`src/rtl/mmsb_defs.svh`:
```
// Offsets, reset values, field positions and timing counts of the
// two-wire serial bus controller. Definitions only.
// Assumes it is included by its bare name by design and bench.
//
// What this block does
// - Idle bus: both lines released and high.
// - Generate Start/Stop as master; always detect them.
// - First byte: 7-bit address plus direction bit.
// - Bytes are eight bits, MSB first, unlimited.
// - Ninth clock carries acknowledge; master clocks it.
// - Transmitter releases SDA; receiver pulls low.
// - Acknowledge generation switchable; ninth clock kept.
// - Transmit: interrupt, hold SCL until data written.
// - Receive: interrupt, hold SCL until data read.
// - Defer a Start while SDA is low.
// - Lose arbitration on address bit high-versus-low.
// - Inactive means slave, watching for Start.
// - Busy from Start until shortly after Stop.
// - Master ends with Stop or repeated Start.
// - No address acknowledge: master stops, transfer aborted.
// - Master NACKs last byte; slave then releases SDA.
// - 4-bit prescaler sets SCL frequency.
// - Own address register, no reset value.
// - Four modes: master/slave, transmit/receive.
// - Mode field: 00 SR, 01 ST, 10 MR, 11 MT.
// - Write 1 Start, write 0 Stop; read busy.
// - Prescaler input is clock/16 or /512.
// - Pending flag holds SCL low; write 0 clears.
`ifndef MMSB_DEFS_SVH
`define MMSB_DEFS_SVH

// Register byte offsets.
`define MMSB_OFS_CTRL 8'h00
`define MMSB_OFS_STAT 8'h04
`define MMSB_OFS_DATA 8'h08
`define MMSB_OFS_ADDR 8'h0C

// Reset values.
`define MMSB_CTRL_RST 8'h00
`define MMSB_STAT_RST 8'h00
`define MMSB_DATA_RST 8'h00

// Field positions used by the register write decode.
`define MMSB_CTRL_PEND_BIT 4
`define MMSB_STAT_START_BIT 5

// Prescaler input dividers and bus-free delay after a Stop.
`define MMSB_DIV_FAST 10'h010
`define MMSB_DIV_SLOW 10'h200
`define MMSB_BUS_FREE_CYC 3'h4

`endif

```
`src/rtl/mmsb_pkg.sv`:
```
// Types of the two-wire serial bus controller.
// Assumes mmsb_defs.svh is on the include path.
package mmsb_pkg;

    // Operating mode field.
    typedef enum logic [1:0] {
        MMSB_SLV_RX = 2'h0,
        MMSB_SLV_TX = 2'h1,
        MMSB_MST_RX = 2'h2,
        MMSB_MST_TX = 2'h3
    } mmsb_mode_t;

    // Control register layout.
    typedef struct packed {
        logic ack_en;
        logic clk_sel;
        logic irq_en;
        logic pending;
        logic [3:0] prescale;
    } mmsb_ctrl_t;

    // Control/status register layout.
    typedef struct packed {
        mmsb_mode_t mode;
        logic busy;
        logic out_en;
        logic arb_fail;
        logic addr_match;
        logic addr_zero;
        logic last_bit;
    } mmsb_stat_t;

    // Register port request.
    typedef struct packed {
        logic [7:0] addr;
        logic [7:0] wdata;
        logic wr;
        logic rd;
    } mmsb_req_t;

    // Open-drain pin drive towards the pads.
    typedef struct packed {
        logic scl_o;
        logic scl_oe;
        logic sda_o;
        logic sda_oe;
    } mmsb_pins_t;

    // Byte engine states.
    typedef enum logic [2:0] {
        MMSB_IDLE,
        MMSB_START,
        MMSB_XFER,
        MMSB_HOLD,
        MMSB_RSTART,
        MMSB_STOP,
        MMSB_IGNORE
    } mmsb_state_t;

endpackage : mmsb_pkg

```
`src/rtl/mmsb_ctrl.sv`:
```
// Multi-master two-wire serial bus controller, register port and engine.
// Assumes one clock mclk, a pad cell that resolves the open-drain lines
// and a register master that holds its strobes for one cycle.
//
// The implementer's own choices: the placing of the registers and strobed register access.
`include "mmsb_defs.svh"

module mmsb_ctrl (
    // Clock and reset.
    input wire logic mclk,
    input wire logic arst_n,
    // Register port.
    input wire mmsb_pkg::mmsb_req_t req,
    output logic [7:0] rd_data,
    // Interrupt request.
    output logic irq,
    // Bus lines: sensed levels and drive.
    input wire logic scl_i,
    input wire logic sda_i,
    output mmsb_pkg::mmsb_pins_t pins
);
    import mmsb_pkg::*;

    mmsb_ctrl_t ctrl_r;
    mmsb_stat_t stat_r;
    mmsb_state_t state_r;
    logic [7:0] shift_r;
    logic [7:0] own_addr_r;
    logic [3:0] bit_cnt_r;
    logic [1:0] step_r;
    logic addr_ph_r;
    logic master_r;
    logic start_req_r;
    logic stop_req_r;
    logic scl_low_r;
    logic sda_low_r;
    logic busy_r;
    logic [2:0] free_cnt_r;
    logic [9:0] pre_cnt_r;
    logic [3:0] div_cnt_r;
    logic tick_r;
    logic [7:0] rd_data_r;
    logic irq_r;
    logic [2:0] scl_sy_r;
    logic [2:0] sda_sy_r;
    logic scl_s;
    logic sda_s;
    logic scl_rise;
    logic scl_fall;
    logic start_det;
    logic stop_det;
    logic wr_ctrl;
    logic wr_stat;
    logic wr_data;
    logic wr_addr;
    logic rd_dsr;
    logic tx_now;
    logic addr_hit;

    // True when the device drives data in the current byte.
    function automatic logic is_tx(input logic addr_ph,
                                   input logic master,
                                   input mmsb_mode_t mode);
        if (addr_ph) begin
            is_tx = master;
        end else begin
            is_tx = (mode == MMSB_MST_TX) || (mode == MMSB_SLV_TX);
        end
    endfunction : is_tx

    // Two flops before any logic; the third keeps the previous level.
    always_ff @(posedge mclk or negedge arst_n) begin
        if (!arst_n) begin
            scl_sy_r <= 3'h7;
            sda_sy_r <= 3'h7;
        end else begin
            scl_sy_r <= {scl_sy_r[1:0], scl_i};
            sda_sy_r <= {sda_sy_r[1:0], sda_i};
        end
    end

    // Bus events seen on the synchronised lines, never on the first flop.
    assign scl_s = scl_sy_r[1];
    assign sda_s = sda_sy_r[1];
    assign scl_rise = scl_s && !scl_sy_r[2];
    assign scl_fall = !scl_s && scl_sy_r[2];
    assign start_det = scl_s && scl_sy_r[2] && sda_sy_r[2] && !sda_s;
    assign stop_det = scl_s && scl_sy_r[2] && !sda_sy_r[2] && sda_s;

    // Register decode; the master never issues both strobes together.
    assign wr_ctrl = req.wr && (req.addr == `MMSB_OFS_CTRL);
    assign wr_stat = req.wr && (req.addr == `MMSB_OFS_STAT);
    assign wr_data = req.wr && (req.addr == `MMSB_OFS_DATA);
    assign wr_addr = req.wr && (req.addr == `MMSB_OFS_ADDR);
    assign rd_dsr = req.rd && (req.addr == `MMSB_OFS_DATA);
    assign tx_now = is_tx(addr_ph_r, master_r, stat_r.mode);
    assign addr_hit = (shift_r[7:1] == own_addr_r[7:1]) || (shift_r == 8'h00);

    // Prescaler: clock/16 or /512, then divided by prescale plus one.
    // A tick marks one half period of the generated clock.
    always_ff @(posedge mclk or negedge arst_n) begin
        if (!arst_n) begin
            pre_cnt_r <= 10'h000;
            div_cnt_r <= 4'h0;
            tick_r <= 1'b0;
        end else begin
            tick_r <= 1'b0;
            if (pre_cnt_r == ((ctrl_r.clk_sel ? `MMSB_DIV_SLOW
                               : `MMSB_DIV_FAST) - 10'h001)) begin
                pre_cnt_r <= 10'h000;
                if (div_cnt_r >= ctrl_r.prescale) begin
                    div_cnt_r <= 4'h0;
                    tick_r <= 1'b1;
                end else begin
                    div_cnt_r <= div_cnt_r + 4'h1;
                end
            end else begin
                pre_cnt_r <= pre_cnt_r + 10'h001;
            end
        end
    end

    // Busy from any Start; free a few clocks after a Stop.
    always_ff @(posedge mclk or negedge arst_n) begin
        if (!arst_n) begin
            busy_r <= 1'b0;
            free_cnt_r <= 3'h0;
        end else if (start_det) begin
            busy_r <= 1'b1;
            free_cnt_r <= 3'h0;
        end else if (stop_det) begin
            free_cnt_r <= `MMSB_BUS_FREE_CYC;
        end else if (free_cnt_r != 3'h0) begin
            free_cnt_r <= free_cnt_r - 3'h1;
            if (free_cnt_r == 3'h1) begin
                busy_r <= 1'b0;
            end
        end
    end

    // The own address keeps no reset value, so software must load it.
    always_ff @(posedge mclk) begin
        if (wr_addr) begin
            own_addr_r <= req.wdata;
        end
    end

    // Software writes first, engine updates after them, so a hardware
    // set of the pending flag wins over a clear in the same cycle.
    always_ff @(posedge mclk or negedge arst_n) begin
        if (!arst_n) begin
            ctrl_r <= `MMSB_CTRL_RST;
            stat_r <= `MMSB_STAT_RST;
            shift_r <= `MMSB_DATA_RST;
            state_r <= MMSB_IDLE;
            bit_cnt_r <= 4'h0;
            step_r <= 2'h0;
            addr_ph_r <= 1'b0;
            master_r <= 1'b0;
            start_req_r <= 1'b0;
            stop_req_r <= 1'b0;
            scl_low_r <= 1'b0;
            sda_low_r <= 1'b0;
        end else begin
            if (wr_ctrl) begin
                ctrl_r.ack_en <= req.wdata[7];
                ctrl_r.clk_sel <= req.wdata[6];
                ctrl_r.irq_en <= req.wdata[5];
                ctrl_r.prescale <= req.wdata[3:0];
                if (!req.wdata[`MMSB_CTRL_PEND_BIT]) begin
                    ctrl_r.pending <= 1'b0;
                end
            end
            if (wr_stat) begin
                stat_r.mode <= mmsb_mode_t'(req.wdata[7:6]);
                stat_r.out_en <= req.wdata[4];
                stat_r.arb_fail <= 1'b0;
                if (req.wdata[`MMSB_STAT_START_BIT]) begin
                    start_req_r <= 1'b1;
                    stop_req_r <= 1'b0;
                end else if (master_r) begin
                    stop_req_r <= 1'b1;
                end
            end
            // A data write in transmit or a data read in receive
            // also lets the held clock go.
            if (wr_data) begin
                shift_r <= req.wdata;
                if (tx_now && state_r == MMSB_HOLD) begin
                    ctrl_r.pending <= 1'b0;
                end
            end
            if (rd_dsr && !tx_now && state_r == MMSB_HOLD) begin
                ctrl_r.pending <= 1'b0;
            end
            if (start_det || stop_det) begin
                stat_r.addr_match <= 1'b0;
                stat_r.addr_zero <= 1'b0;
            end

            if (!stat_r.out_en) begin
                // Disabled: release both lines and sit as a slave.
                state_r <= MMSB_IDLE;
                master_r <= 1'b0;
                scl_low_r <= 1'b0;
                sda_low_r <= 1'b0;
            end else begin
                unique case (state_r)
                    MMSB_IDLE: begin
                        scl_low_r <= 1'b0;
                        sda_low_r <= 1'b0;
                        if (start_det) begin
                            state_r <= MMSB_XFER;
                            addr_ph_r <= 1'b1;
                            bit_cnt_r <= 4'h0;
                        end else if (start_req_r && stat_r.mode[1] &&
                                     !busy_r && sda_s && scl_s) begin
                            // A low SDA from another master defers us.
                            state_r <= MMSB_START;
                            step_r <= 2'h0;
                        end
                    end
                    MMSB_RSTART: begin
                        // Release SDA with SCL low, then let SCL rise.
                        sda_low_r <= 1'b0;
                        if (step_r == 2'h0 && tick_r) begin
                            scl_low_r <= 1'b0;
                            step_r <= 2'h1;
                        end else if (step_r == 2'h1 && tick_r && scl_s) begin
                            state_r <= MMSB_START;
                            step_r <= 2'h0;
                        end
                    end
                    MMSB_START: begin
                        if (step_r == 2'h0 && tick_r) begin
                            sda_low_r <= 1'b1;
                            step_r <= 2'h1;
                        end else if (step_r == 2'h1 && tick_r) begin
                            // The written byte goes out as the address.
                            scl_low_r <= 1'b1;
                            sda_low_r <= !shift_r[7];
                            state_r <= MMSB_XFER;
                            addr_ph_r <= 1'b1;
                            bit_cnt_r <= 4'h0;
                            master_r <= 1'b1;
                            start_req_r <= 1'b0;
                        end
                    end
                    MMSB_XFER: begin
                        // Master clock: the fall waits for the line high, so a
                        // slave stretching SCL slows us down.
                        if (master_r && tick_r) begin
                            if (scl_low_r) begin
                                scl_low_r <= 1'b0;
                            end else if (scl_s) begin
                                scl_low_r <= 1'b1;
                            end
                        end
                        if (scl_rise) begin
                            if (bit_cnt_r < 4'h8) begin
                                shift_r <= {shift_r[6:0], sda_s};
                                bit_cnt_r <= bit_cnt_r + 4'h1;
                                if (master_r && addr_ph_r &&
                                    !sda_low_r && !sda_s) begin
                                    // Another master pulled low: back off.
                                    master_r <= 1'b0;
                                    stat_r.arb_fail <= 1'b1;
                                    stat_r.mode <= MMSB_SLV_RX;
                                    scl_low_r <= 1'b0;
                                    ctrl_r.pending <= 1'b1;
                                end
                            end else begin
                                stat_r.last_bit <= sda_s;
                            end
                        end
                        if (scl_fall) begin
                            if (bit_cnt_r == 4'h8) begin
                                bit_cnt_r <= 4'h9;
                                if (tx_now) begin
                                    sda_low_r <= 1'b0;
                                end else if (addr_ph_r) begin
                                    sda_low_r <= addr_hit && ctrl_r.ack_en;
                                    stat_r.addr_match <= addr_hit;
                                    stat_r.addr_zero <= (shift_r == 8'h00);
                                    if (addr_hit) begin
                                        stat_r.mode <= shift_r[0] ?
                                            MMSB_SLV_TX : MMSB_SLV_RX;
                                    end
                                end else begin
                                    sda_low_r <= ctrl_r.ack_en;
                                end
                            end else if (bit_cnt_r == 4'h9) begin
                                bit_cnt_r <= 4'h0;
                                addr_ph_r <= 1'b0;
                                sda_low_r <= 1'b0;
                                if (!master_r && addr_ph_r &&
                                    !stat_r.addr_match) begin
                                    state_r <= MMSB_IGNORE;
                                end else if (!master_r && !addr_ph_r &&
                                             stat_r.mode == MMSB_SLV_TX &&
                                             stat_r.last_bit) begin
                                    // Master refused: release for its Stop.
                                    state_r <= MMSB_IGNORE;
                                end else begin
                                    state_r <= MMSB_HOLD;
                                    scl_low_r <= 1'b1;
                                    ctrl_r.pending <= 1'b1;
                                end
                            end else begin
                                sda_low_r <= tx_now && !shift_r[7];
                            end
                        end
                        if (!master_r && start_det) begin
                            addr_ph_r <= 1'b1;
                            bit_cnt_r <= 4'h0;
                            sda_low_r <= 1'b0;
                        end else if (!master_r && stop_det) begin
                            state_r <= MMSB_IDLE;
                        end
                    end
                    MMSB_HOLD: begin
                        scl_low_r <= 1'b1;
                        if (!master_r && stop_det) begin
                            state_r <= MMSB_IDLE;
                        end else if (!ctrl_r.pending) begin
                            if (master_r && stop_req_r) begin
                                // Also the way out after a refused address.
                                state_r <= MMSB_STOP;
                                step_r <= 2'h0;
                                sda_low_r <= 1'b1;
                            end else if (master_r && start_req_r) begin
                                state_r <= MMSB_RSTART;
                                step_r <= 2'h0;
                            end else begin
                                state_r <= MMSB_XFER;
                                scl_low_r <= master_r;
                                sda_low_r <= tx_now && !shift_r[7];
                            end
                        end
                    end
                    MMSB_STOP: begin
                        if (step_r == 2'h0 && tick_r) begin
                            scl_low_r <= 1'b0;
                            step_r <= 2'h1;
                        end else if (step_r == 2'h1 && tick_r && scl_s) begin
                            sda_low_r <= 1'b0;
                            state_r <= MMSB_IDLE;
                            master_r <= 1'b0;
                            stop_req_r <= 1'b0;
                            stat_r.mode <= MMSB_SLV_RX;
                        end
                    end
                    MMSB_IGNORE: begin
                        scl_low_r <= 1'b0;
                        sda_low_r <= 1'b0;
                        if (start_det) begin
                            state_r <= MMSB_XFER;
                            addr_ph_r <= 1'b1;
                            bit_cnt_r <= 4'h0;
                        end else if (stop_det) begin
                            state_r <= MMSB_IDLE;
                        end
                    end
                endcase
            end
        end
    end

    // Read data stands in the cycle after the strobe; unmapped reads 0.
    always_ff @(posedge mclk or negedge arst_n) begin
        if (!arst_n) begin
            rd_data_r <= 8'h00;
        end else if (req.rd) begin
            unique case (req.addr)
                `MMSB_OFS_CTRL: rd_data_r <= ctrl_r;
                `MMSB_OFS_STAT: rd_data_r <= {stat_r.mode, busy_r,
                                              stat_r[4:0]};
                `MMSB_OFS_DATA: rd_data_r <= shift_r;
                `MMSB_OFS_ADDR: rd_data_r <= own_addr_r;
                default: rd_data_r <= 8'h00;
            endcase
        end else begin
            rd_data_r <= 8'h00;
        end
    end

    // Interrupt is the pending flag gated by its enable.
    always_ff @(posedge mclk or negedge arst_n) begin
        if (!arst_n) begin
            irq_r <= 1'b0;
        end else begin
            irq_r <= ctrl_r.pending && ctrl_r.irq_en;
        end
    end

    assign rd_data = rd_data_r;
    assign irq = irq_r;
    // Open drain: the level is always low, the enables pull the line.
    assign pins = '{scl_o: 1'b0, scl_oe: scl_low_r,
                    sda_o: 1'b0, sda_oe: sda_low_r};

endmodule : mmsb_ctrl

```
`config.mk`:
```
export PLATFORM = sky130hd
export DESIGN_NAME = mmsb_ctrl
export DESIGN_NICKNAME = d
export VERILOG_FILES = /design/src/rtl/mmsb_pkg.sv /design/src/rtl/mmsb_ctrl.sv
export VERILOG_INCLUDE_DIRS = /design/src /design/src/rtl
export SDC_FILE = /design/constraint.sdc
export NUM_CORES = 1
export LEC_CHECK = 0
export ABC_AREA = 1
export ABC_CLOCK_PERIOD_IN_PS = 1800
export BUFFER_PORTS_ARGS = -buffer_cell sky130_fd_sc_hd__buf_4
export CORE_ASPECT_RATIO = 1.25
export CORE_MARGIN = 1.5
export CORE_UTILIZATION = 43
export DETAILED_ROUTE_END_ITERATION = 10
export PLACE_DENSITY_LB_ADDON = 0.08
export REMOVE_ABC_BUFFERS = 1
export SLEW_MARGIN = 20
export SYNTH_ARGS = -nofsm -noshare
export SYNTH_HDL_FRONTEND = slang
export SYNTH_SLANG_ARGS = --single-unit
```
`constraint.sdc`:
```
create_clock -name mclk -period 1.8 [get_ports mclk]
set_input_delay 0.09 -clock mclk [delete_from_list [all_inputs] [get_ports mclk]]
set_output_delay 0.09 -clock mclk [all_outputs]
set_load 0.02 [all_outputs]
```
# Word level (Yosys, flattened, before mapping)
# Index checks and enable logic that the tools add are counted.
# W data, S select, Z words.
[word_totals]
reg_bits = 80
inputBits = 22
output_inout_bits = 13
elab_cells = 329
[op_classes]
add_sub_neg = 5
n_lt_le_gt_ge = 2
eq_ne = 50
muxes = 165
n_bitwise = 1
reduce_logical = 75
[op_table]
columns = ["op", "n"]
rows = [
  ["$mux W1", 84],
  ["$mux W3", 25],
  ["$mux W2", 26],
  ["$mux W4", 12],
  ["$mux W8", 6],
  ["$ne A3 B3 Y1 const B", 15],
  ["$logic_and A1 B1 Y1", 38],
  ["$pmux W8 S4", 1],
  ["$pmux W3 S7", 1],
  ["$mux W10", 2],
  ["$ne A4 B4 Y1 const B", 5],
  ["$reduce_and A9 Y1", 2],
  ["$eq A8 B4 Y1 const B", 2],
  ["$logic_not A8 Y1", 2],
  ["$reduce_and A8 Y1", 2],
  ["$ne A2 B2 Y1 const B", 7],
  ["$pmux W4 S3", 1],
  ["$logic_not A1 Y1", 11],
  ["$add A10 B1 Y10 const B", 1],
  ["$eq A10 B10 Y1", 1],
  ["$pmux W1 S5", 2],
  ["$sub A10 B1 Y10 const B", 1],
  ["$eq A3 B3 Y1 const B", 3],
  ["$reduce_bool A3 Y1", 3],
  ["other kinds (32)", 45],
]

# Depth between registers and ports, before layout
# Gate-level depths: netlist of the first run.
[logic_depth]
word_depth = 17
ltp_mapped = 13
depth_no_buf = 13

# Worst setup path after synthesis of the first run
# No wires, ideal clock.
[synth_path]
path_type = "register -> register"
start = "reg sda_sy_r[1]"
end = "reg state_r[0]"
setup_time_ns = 0.076
arrival_time_ns = 1.466
t_required_ns = 1.724
slack_ns = 0.257
stages_incl_launch_ff = 11
path_buffers = 0
path_cell_list = "dfstp_2 > inv_1 > nor3_2 > nand2_1 > nand3_1 > nand3_2 > nor2_4 > nand2_2 > inv_2 > nand3_1 > o21ai_1"
[synth_via]
elab_chain_cells = 6
word_cells_on_any_way = 18
[synth_lines]
columns = ["element", "line_no", "text"]
rows = [
  ["start: declaration", "mmsb_ctrl.sv:45", "logic [2:0] sda_sy_r;"],
  ["start signal: assignment", "mmsb_ctrl.sv:78", "sda_sy_r <= {sda_sy_r[1:0], sda_i};"],
  ["$logic_and A1 B1 Y1 / $logic_not A1 Y1 (equally long branches)", "mmsb_ctrl.sv:88, mmsb_ctrl.sv:87", ""],
  ["$logic_and A1 B1 Y1 (on tied branches)", "mmsb_ctrl.sv:317, mmsb_ctrl.sv:323, mmsb_ctrl.sv:87", ""],
  ["$mux W3 / $logic_and A1 B1 Y1 (equally long branches)", "mmsb_ctrl.sv:317, mmsb_ctrl.sv:313", ""],
  ["$mux W3", "mmsb_ctrl.sv:313", "if (!master_r && start_det) begin"],
  ["$pmux W3 S7", "mmsb_ctrl.sv:208", "unique case (state_r)"],
  ["$mux W3", "mmsb_ctrl.sv:201", "if (!stat_r.out_en) begin"],
  ["end signal: assignment", "mmsb_ctrl.sv:203", "state_r <= MMSB_IDLE;"],
  ["end signal: assignment", "mmsb_ctrl.sv:213", "state_r <= MMSB_XFER;"],
  ["end signal: assignment", "mmsb_ctrl.sv:318", "state_r <= MMSB_IDLE;"],
  ["end: declaration", "mmsb_ctrl.sv:26", "mmsb_state_t state_r;"],
]
# Parallel ways exist; a longest one is shown, timed or not.
# A chain may end at the register's enable or synchronous reset.

# Final worst setup path of the first run
[layout_path]
start = "reg scl_sy_r[2]"
end = "reg state_r[0]"
[layout_via]
elab_chain_cells = 8
word_cells_on_any_way = 20
[layout_lines]
columns = ["element", "line_no", "text"]
rows = [
  ["start: declaration", "mmsb_ctrl.sv:44", "logic [2:0] scl_sy_r;"],
  ["start signal: assignment", "mmsb_ctrl.sv:77", "scl_sy_r <= {scl_sy_r[1:0], scl_i};"],
  ["$logic_and A1 B1 Y1", "mmsb_ctrl.sv:87, mmsb_ctrl.sv:88", ""],
  ["$logic_and A1 B1 Y1 (2 in series)", "mmsb_ctrl.sv:88", "assign stop_det = scl_s && scl_sy_r[2] && !sda_sy_r[2] && sda_s;"],
  ["$logic_and A1 B1 Y1", "mmsb_ctrl.sv:317, mmsb_ctrl.sv:323", ""],
  ["$mux W3", "mmsb_ctrl.sv:317", "end else if (!master_r && stop_det) begin"],
  ["$mux W3", "mmsb_ctrl.sv:313", ""],
  ["$pmux W3 S7", "mmsb_ctrl.sv:208", ""],
  ["$mux W3", "mmsb_ctrl.sv:201", ""],
]
# Parallel ways exist; a longest one is shown, timed or not.

==> results of run 1 <==
[kinds of logic after synthesis]
kind of cell | count (synthesis) | share of synthesized area (%)
adder cells (fa/ha/maj) | 12 | 3.31
XOR/XNOR | 17 | 3.28
AND/OR/NAND/NOR | 235 | 24.3
buffers and inverters | 110 | 9.65
other | 1 | 0.0826
flip-flops | 79 | 44.6
AO/OA/AOI/OAI | 119 | 14.8
[worst reg2reg max path, cell delays in order, from the launching register on]
cell and delay (ns):
dfstp_2 0.61, nand2_4 0.07, nor3_4 0.28, nand2_2 0.13, nand3_2 0.08, nand3_2 0.08
nor2_4 0.15, nand2_2 0.06, inv_2 0.06, nand3_1 0.07, o21ai_1 0.08
[synth_stat cells, drive strengths merged, types with 3 or more instances]
cell type | number | area share (%)
nand3 | 29 | 3.3
inv | 100 | 8.3
nor2 | 59 | 6.2
dfrtp | 65 | 36
xor2 | 11 | 2.1
o31ai | 7 | 1.2
buf | 8 | 1.1
nor3 | 9 | 1.2
a31oi | 4 | 0.55
xnor2 | 6 | 1.2
nand2 | 118 | 10
ha | 12 | 3.3
or2 | 3 | 0.41
dfstp | 6 | 3.5
o22ai | 11 | 1.5
o21ai | 62 | 6.8
a21oi | 22 | 2.4
edfxtp | 8 | 5.3
nand4 | 13 | 2.4
a211oi | 6 | 0.99
[metal layers]
metal	up-vias	track usage, %	part of all wire, %
met3	32	3.62	4.3
met1	1905	29.7	43
li1	2023	-	-
met4	0	9.33	3.2
met2	126	36.9	49
met5	-	0	0
[flip-flops by register name (all words and copies together) (netlist names)]
| name | flops |
|---|---|
| shift_r | 8 |
| addr_ph_r | 1 |
| stat_r | 7 |
| busy_r | 1 |
| scl_low_r | 1 |
| sda_sy_r | 3 |
| scl_sy_r | 3 |
| stop_req_r | 1 |
| rd_data | 8 |
| tick_r | 1 |
| master_r | 1 |
| bit_cnt_r | 4 |
| step_r | 1 |
| state_r | 3 |
| free_cnt_r | 3 |
| ctrl_r | 8 |
| irq | 1 |
| div_cnt_r | 4 |
| pre_cnt_r | 10 |
| sda_low_r | 1 |
| own_addr_r | 8 |
| start_req_r | 1 |
[through the flow]
step                hold WS [ns]  util [%]
finish                    0.0236      54.4
global route              0.0230      54.4
CTS                      0.00656      53.5
detailed placement        0.0638      49.8
global placement          0.0604      49.8
floorplan                 -0.206         -
[cell usage in the layout, fill, tap and decap left out, types with 2 or more instances in the layout]
master and n:
nand2_2 5, nor2_2 13, o22ai_1 11, nand3_1 26
or2_2 3, dfrtp_1 65, o21ai_0 41, buf_4 60
conb_1 2, o31ai_1 7, o21ai_1 21, xor2_1 11
a21oi_1 21, clkbuf_16 9, nand2_1 111, inv_1 88
nor3_2 2, nand3_2 3, inv_4 2, nand2_4 2
nor2_1 40, a31oi_1 4, clkinv_4 2, a211oi_1 6
edfxtp_1 8, dlygate4sd3_1 10, nand4_2 2, nor3_1 6
dfstp_2 6, inv_2 12, nor3b_1 2, nor2_4 6
ha_1 12, xnor2_1 6, nand4_1 10
[report_power, final]
| part | internal, uW | leakage [uW] | switching [uW] |
|---|---|---|---|
| clock | 940 | 0.000134 | 740 |
| sequential | 2070 | 0.000955 | 217 |
| combinational | 859 | 0.00171 | 1410 |
| total | 3870 | 0.00280 | 2360 |
[final cells by class]
| type | instances | area share, % |
|---|---|---|
| flip-flops and latches | 79 | 36.5 |
| clock inverters | 6 | 0.767 |
| multi-input cells | 385 | 38.4 |
| inverters | 102 | 6.99 |
| well taps | 129 | 2.91 |
| repair buffers | 71 | 10.3 |
| clock buffers | 10 | 4.13 |
[worst min-delay path by stage]
| stage | slack (ns) | cells past startpoint | end |
|---|---|---|---|
| 2_1_floorplan | -0.21 | 0 | addr_ph_r |
| 3_3_place_gp | 0.06 | 1 | bit_cnt_r[0] |
| 3_5_place_dp | 0.06 | 1 | bit_cnt_r[0] |
| 4_1_cts | 0.007 | 1 | own_addr_r[5] |
| 5_1_grt | 0.02 | 1 | own_addr_r[5] |
| 6_report | 0.02 | 1 | own_addr_r[5] |
[what timing repair did]
item	CTS	global route
hold endpoints to repair	40	0
buffers inserted	0	5
resized for setup	1	18
pin swaps	0	5
hold buffers	10	0
endpoints found under the setup margin	1	23
==> results.ini, run 1 <==
[outcome]
status=finished clean

[grt]
antenna_found_initial=0
first_global_vias=4098
grt_use_total_pct=22.7
grt-ovfl-total=0
grt_pass1_wl_um=19700
grt_max_degree=42

[detailed_routing]
drtIter0Drc=256
num_vias=4086
ant_nets=0
drtPass1Iterations=5
drc_errors=0
wl_um=11900
post_drt_via_cell_ratio=5.23
wl_per_cell_um=15.2

[place]
placed_area_um2=5090
dpl.hpwl_um=9070
gp_congestion=0.949
io_buffers=32
dp_cells=751
pre_cts_ws_ns=-0.0363

[setup_path]
crit_start=scl_sy_r[2]
required_ns=2.06
max_stage_delay_ns=0.61
path_cells=nand2_4, nor3_4, nand2_2, nand3_2, nand3_2, nor2_4, nand2_2, inv_2, nand3_1, o21ai_1
r2r_cells=10
crit_family=simple AND/OR/NAND/NOR gates
ff2ff_setup_slack_ns=0.05
rr_endpoint=state_r[0]
critPathSlowestCell=dfstp_2
crit_path_end_kind=register
worstPathArrival_ns=2.01
path_class=reg -> reg
path_max_fanout=4
crit_end=state_r[0]
cp.depth=10
crit_buf_inv=1
rr_startpoint=scl_sy_r[2]
start_kind=register

[cts]
clk_pin_slew_worst_paths_ns=0.06
cts_buffer_depth=2
cts_inserted_buffers=9
cts-htree-levels=3
cts_tree=done
cts-root-buf=clkbuf_16
cts.sinks=79
clock_latency_ns=0.34

[sta]
finClkSkew_ns=0.00664
min_period_ns=1.75
fin_crit_sh_pct=97.0
slew_violations=0
hold_viol=0
rsz0062_at_grt=true
setup_violations=0
setup_slack_ns=0.0539
tns_ns=0
max_freq_mhz=573

[die]
initial_utilization_pct=44.5
die_area_um2=11200
die_w_um=94.9
fp.dieH_um=118
fp.coreArea_um2=10200
io_pins=35
rows=41

[finish]
diodes=0
ff_latch_area_um2=2020
area_delta_synth_final_pct=22.2
nFillCells=982
multi_input_area_um2=2130
drive_above_1_share_pct=20.5
finish.instance_area_um2=5550
layout.nets=682
finalNonFillerCells=782

[job]
cap_violations=0

[yosys]
synthFlopType=dfrtp_1
seq_area_frac_synth_pct=44.6
synth.distinct_cells=44
avgSynthCellArea_um2=7.92
synth_area_um2=4540
ys_seq_elements=79
ys_warn_count=0
async_reset_ff_share_pct=89.9
synth_edf_count=8
synthCells=573

[power_and_ir_drop]
ir_drop_v=0.000588
power_leakage_uw=0.00280
power.total_uw=6230
powerDensity_nw_per_um2=1120

[worst_hold_path]
hold_class=in -> reg
hold_start=req[7]

Note: power is estimated with default switching activity, not from simulation.
==> run 2, diff against run 1 <==
--- a/config.mk
+++ b/config.mk
@@ -7,12 +7,13 @@
 export NUM_CORES = 1
 export LEC_CHECK = 0
 export ABC_AREA = 1
-export ABC_CLOCK_PERIOD_IN_PS = 1800
+export ABC_CLOCK_PERIOD_IN_PS = 1550
 export BUFFER_PORTS_ARGS = -buffer_cell sky130_fd_sc_hd__buf_4
 export CORE_ASPECT_RATIO = 1.25
 export CORE_MARGIN = 1.5
 export CORE_UTILIZATION = 43
 export DETAILED_ROUTE_END_ITERATION = 10
+export GPL_TIMING_DRIVEN = 0
 export PLACE_DENSITY_LB_ADDON = 0.08
 export REMOVE_ABC_BUFFERS = 1
 export SLEW_MARGIN = 20
==> constraint.sdc (replaced) <==
create_clock -name mclk -period 1.55 [get_ports mclk]
set_input_delay 0.0775 -clock mclk [delete_from_list [all_inputs] [get_ports mclk]]
set_output_delay 0.0775 -clock mclk [all_outputs]
set_load 0.02 [all_outputs]
==> run 2 against run 1 <==
  * The flow now finishes with violations (setup timing)
  * Global-route usage rose by 1.3 points
  * Worst setup slack worse by 0.21 ns
  * First-iteration DRC count shrank 31%
  * Via count rose by 5.6%
  * Cell count rose by 4.0%
  * Register-to-register slack got worse by 0.21 ns
  * Cell area up 13%
  * Critical path depth did not move
  * Sequential share of layout area fell by 3.9 points
  * Critical endpoint is now bit_cnt_r[1]
  * Largest cell class unchanged
==> results.ini, run 2 (synthesized netlist as in run 1, its figures left out) <==
[outcome]
status=finished with violations
violations=setup timing

[cts]
cts-htree-levels=3  ; unchanged
cts.sinks=79  ; unchanged
cts_buffer_depth=2  ; unchanged
clock_latency_ns=0.34  ; about the same
cts_inserted_buffers=9  ; unchanged
clk_pin_slew_worst_paths_ns=0.06  ; about the same
cts_tree=done
cts-root-buf=clkbuf_16

[finish]
diodes=0  ; unchanged
nFillCells=893  ; -9.1%
largest_register_ffs=10  ; unchanged
area_delta_synth_final_pct=37.7
layout.nets=713  ; +4.5%
ff_latch_area_um2=2030  ; +0.43%
top_register=pre_cnt_r
multi_input_area_um2=2510  ; +18%
mostFrequentLayoutCells=nand2_1, buf_4, inv_1
drive_above_1_share_pct=35.5  ; +15 points
final_common_cell=nand2_1

[setup_path]
required_ns=1.78  ; -0.28 ns
ff2ff_setup_slack_ns=-0.15  ; -0.21 ns
rr_endpoint=bit_cnt_r[1]
path_max_fanout=4  ; unchanged
crit_buf_inv=5  ; +4
crit_path_end_kind=register
crit_family=flip-flops
max_stage_delay_ns=0.60  ; about the same
path_class=reg -> reg
r2r_cells=10  ; unchanged
critPathSlowestCell=dfstp_2
worst_path_most_repeated_cell=buf_4
start_kind=register
rr_startpoint=scl_sy_r[1]
worstPathArrival_ns=1.93  ; -0.08 ns
path_cells=buf_6, inv_4, nor2_4, nand2_4, buf_4, buf_4, nor2_2, nor3_2, o21ai_1, inv_1

[worst_hold_path]
hold_class=in -> reg
min_to=rd_data[7]
hold_start=req[0]
hold_path_depth=3  ; +2

[job]
cap_violations=0  ; unchanged

[grt]
grt_use_total_pct=24.0  ; +1.3 points
grt_pass1_wl_um=20700  ; +4.7%
grt-ovfl-total=0  ; unchanged
first_global_vias=4224  ; +3.1%
antenna_found_initial=0  ; unchanged
grt_max_degree=72  ; +71%

[power_and_ir_drop]
power_leakage_uw=0.00299  ; +6.7%
powerDensity_nw_per_um2=1290  ; +15%
ir_drop_v=0.000597  ; +1.6%

[sta]
rsz0062_at_grt=true
whs_ns=0.110  ; +0.0865 ns
min_period_ns=1.70  ; -0.0448 ns
slew_violations=0  ; unchanged
hold_viol=0  ; unchanged
max_freq_mhz=588  ; +2.6%
setup_violations=26  ; +26
setup_slack_ns=-0.151  ; -0.205 ns
fin_crit_sh_pct=110  ; +13 points
slew_headroom_pct=38.3
finClkSkew_ns=0.00457  ; -0.00207 ns
worst_pin_slew_ns=0.926

[detailed_routing]
drtIter0Drc=177  ; -31%
num_vias=4313  ; +5.6%
drtPass1Iterations=5  ; unchanged
wl_per_cell_um=16.1  ; +6.3%
wl_um=13100  ; +10%
ant_nets=0  ; unchanged
post_drt_via_cell_ratio=5.31  ; +1.5%
drc_errors=0  ; unchanged

[die]
fp.coreArea_um2=10200  ; unchanged
io_pins=35  ; unchanged
rows=41  ; unchanged
initial_utilization_pct=44.5  ; unchanged
die_area_um2=11200  ; unchanged
fp.dieH_um=118  ; unchanged
die_w_um=94.9  ; unchanged

[place]
pre_cts_ws_ns=-0.461  ; -0.424 ns
io_buffers=32  ; unchanged
gp_congestion=0.910  ; -4.1%
dpl.hpwl_um=8620  ; -4.9%

## run 2: cell count changes in the layout (fill, tap and decap cells not counted), moves of 7 or more
cell | previous run | this run
o21ai_0 | 41 | 21
inv_1 | 88 | 73
buf_4 | 60 | 76
o21ai_2 | 0 | 15
nand2_1 | 111 | 93
dfrtp_1 | 65 | 58
nand2_2 | 5 | 17
nor2_4 | 6 | 18
buf_6 | 0 | 14
dfrtp_2 | 0 | 7
## run 2: worst register-to-register path, delay by kind of cell (launching register included)
| family | cells | cell delay [ns] |
|---|---|---|
| DFF | 1 | 0.60 |
| buffers and inverters | 5 | 0.51 |
| and+or+nand+nor | 4 | 0.39 |
| AOI/OAI and AO/OA | 1 | 0.11 |
## run 2: metal layers
layer	part of all wire, %	wire length, um	vias to the layer above	global-route usage (%)
met4	3.2	417	0	10.4
met5	0	0	-	0
met1	41	5380	2085	29.6
met2	52	6810	111	40.4
li1	-	-	2085	-
met3	4.0	522	32	4.26
## run 2: worst max path at each step
stage | from | to | cells past startpoint
final | scl_sy_r[1] | bit_cnt_r[1] | 10
after global routing | scl_sy_r[1] | state_r[2] | 11
after CTS | sda_sy_r[1] | state_r[0] | 11
after detailed placement | req[17] | own_addr_r[2] | 6
after global placement | req[17] | own_addr_r[2] | 6
after floorplan | sda_sy_r[1] | state_r[0] | 10
## run 2: final cells by class
cell class / instances / share of cell area [%]
sequential: 79 / 32.5
multi-input combinational: 385 / 40.2
clock inverter: 5 / 0.541
clock buffer: 11 / 3.72
inverter: 102 / 6.69
timing repair buffer: 102 / 13.7
tap: 129 / 2.58
## run 2: metrics by stage
stage	total power, uW	instance area (um^2)	util [%]	setup TNS (ns)	cells
2_1_floorplan	4360	4490	-	-0.00464	566
3_3_place_gp	4990	4890	47.9	-13.18	727
3_5_place_dp	5040	4890	47.9	-13.12	727
4_1_cts	7470	5730	56.1	-1.03	787
5_1_grt	8550	6250	61.2	-4.16	813
6_report	8060	6250	61.2	-2.00	813
## run 2: what timing repair did
item / CTS / global route
pin swaps: 22 / 34
setup endpoints to repair: 45 / 42
resized for setup: 68 / 107
hold endpoints to repair: 81 / 0
hold buffers: 11 / 0
gates cloned: 0 / 0
setup buffers: 33 / 28
## run 2: report_power, final
| group | internal, uW | switching [uW] |
|---|---|---|
| Clock | 1090 | 858 |
| Combinational | 1370 | 2020 |
| Sequential | 2420 | 313 |
| Total | 4870 | 3190 |
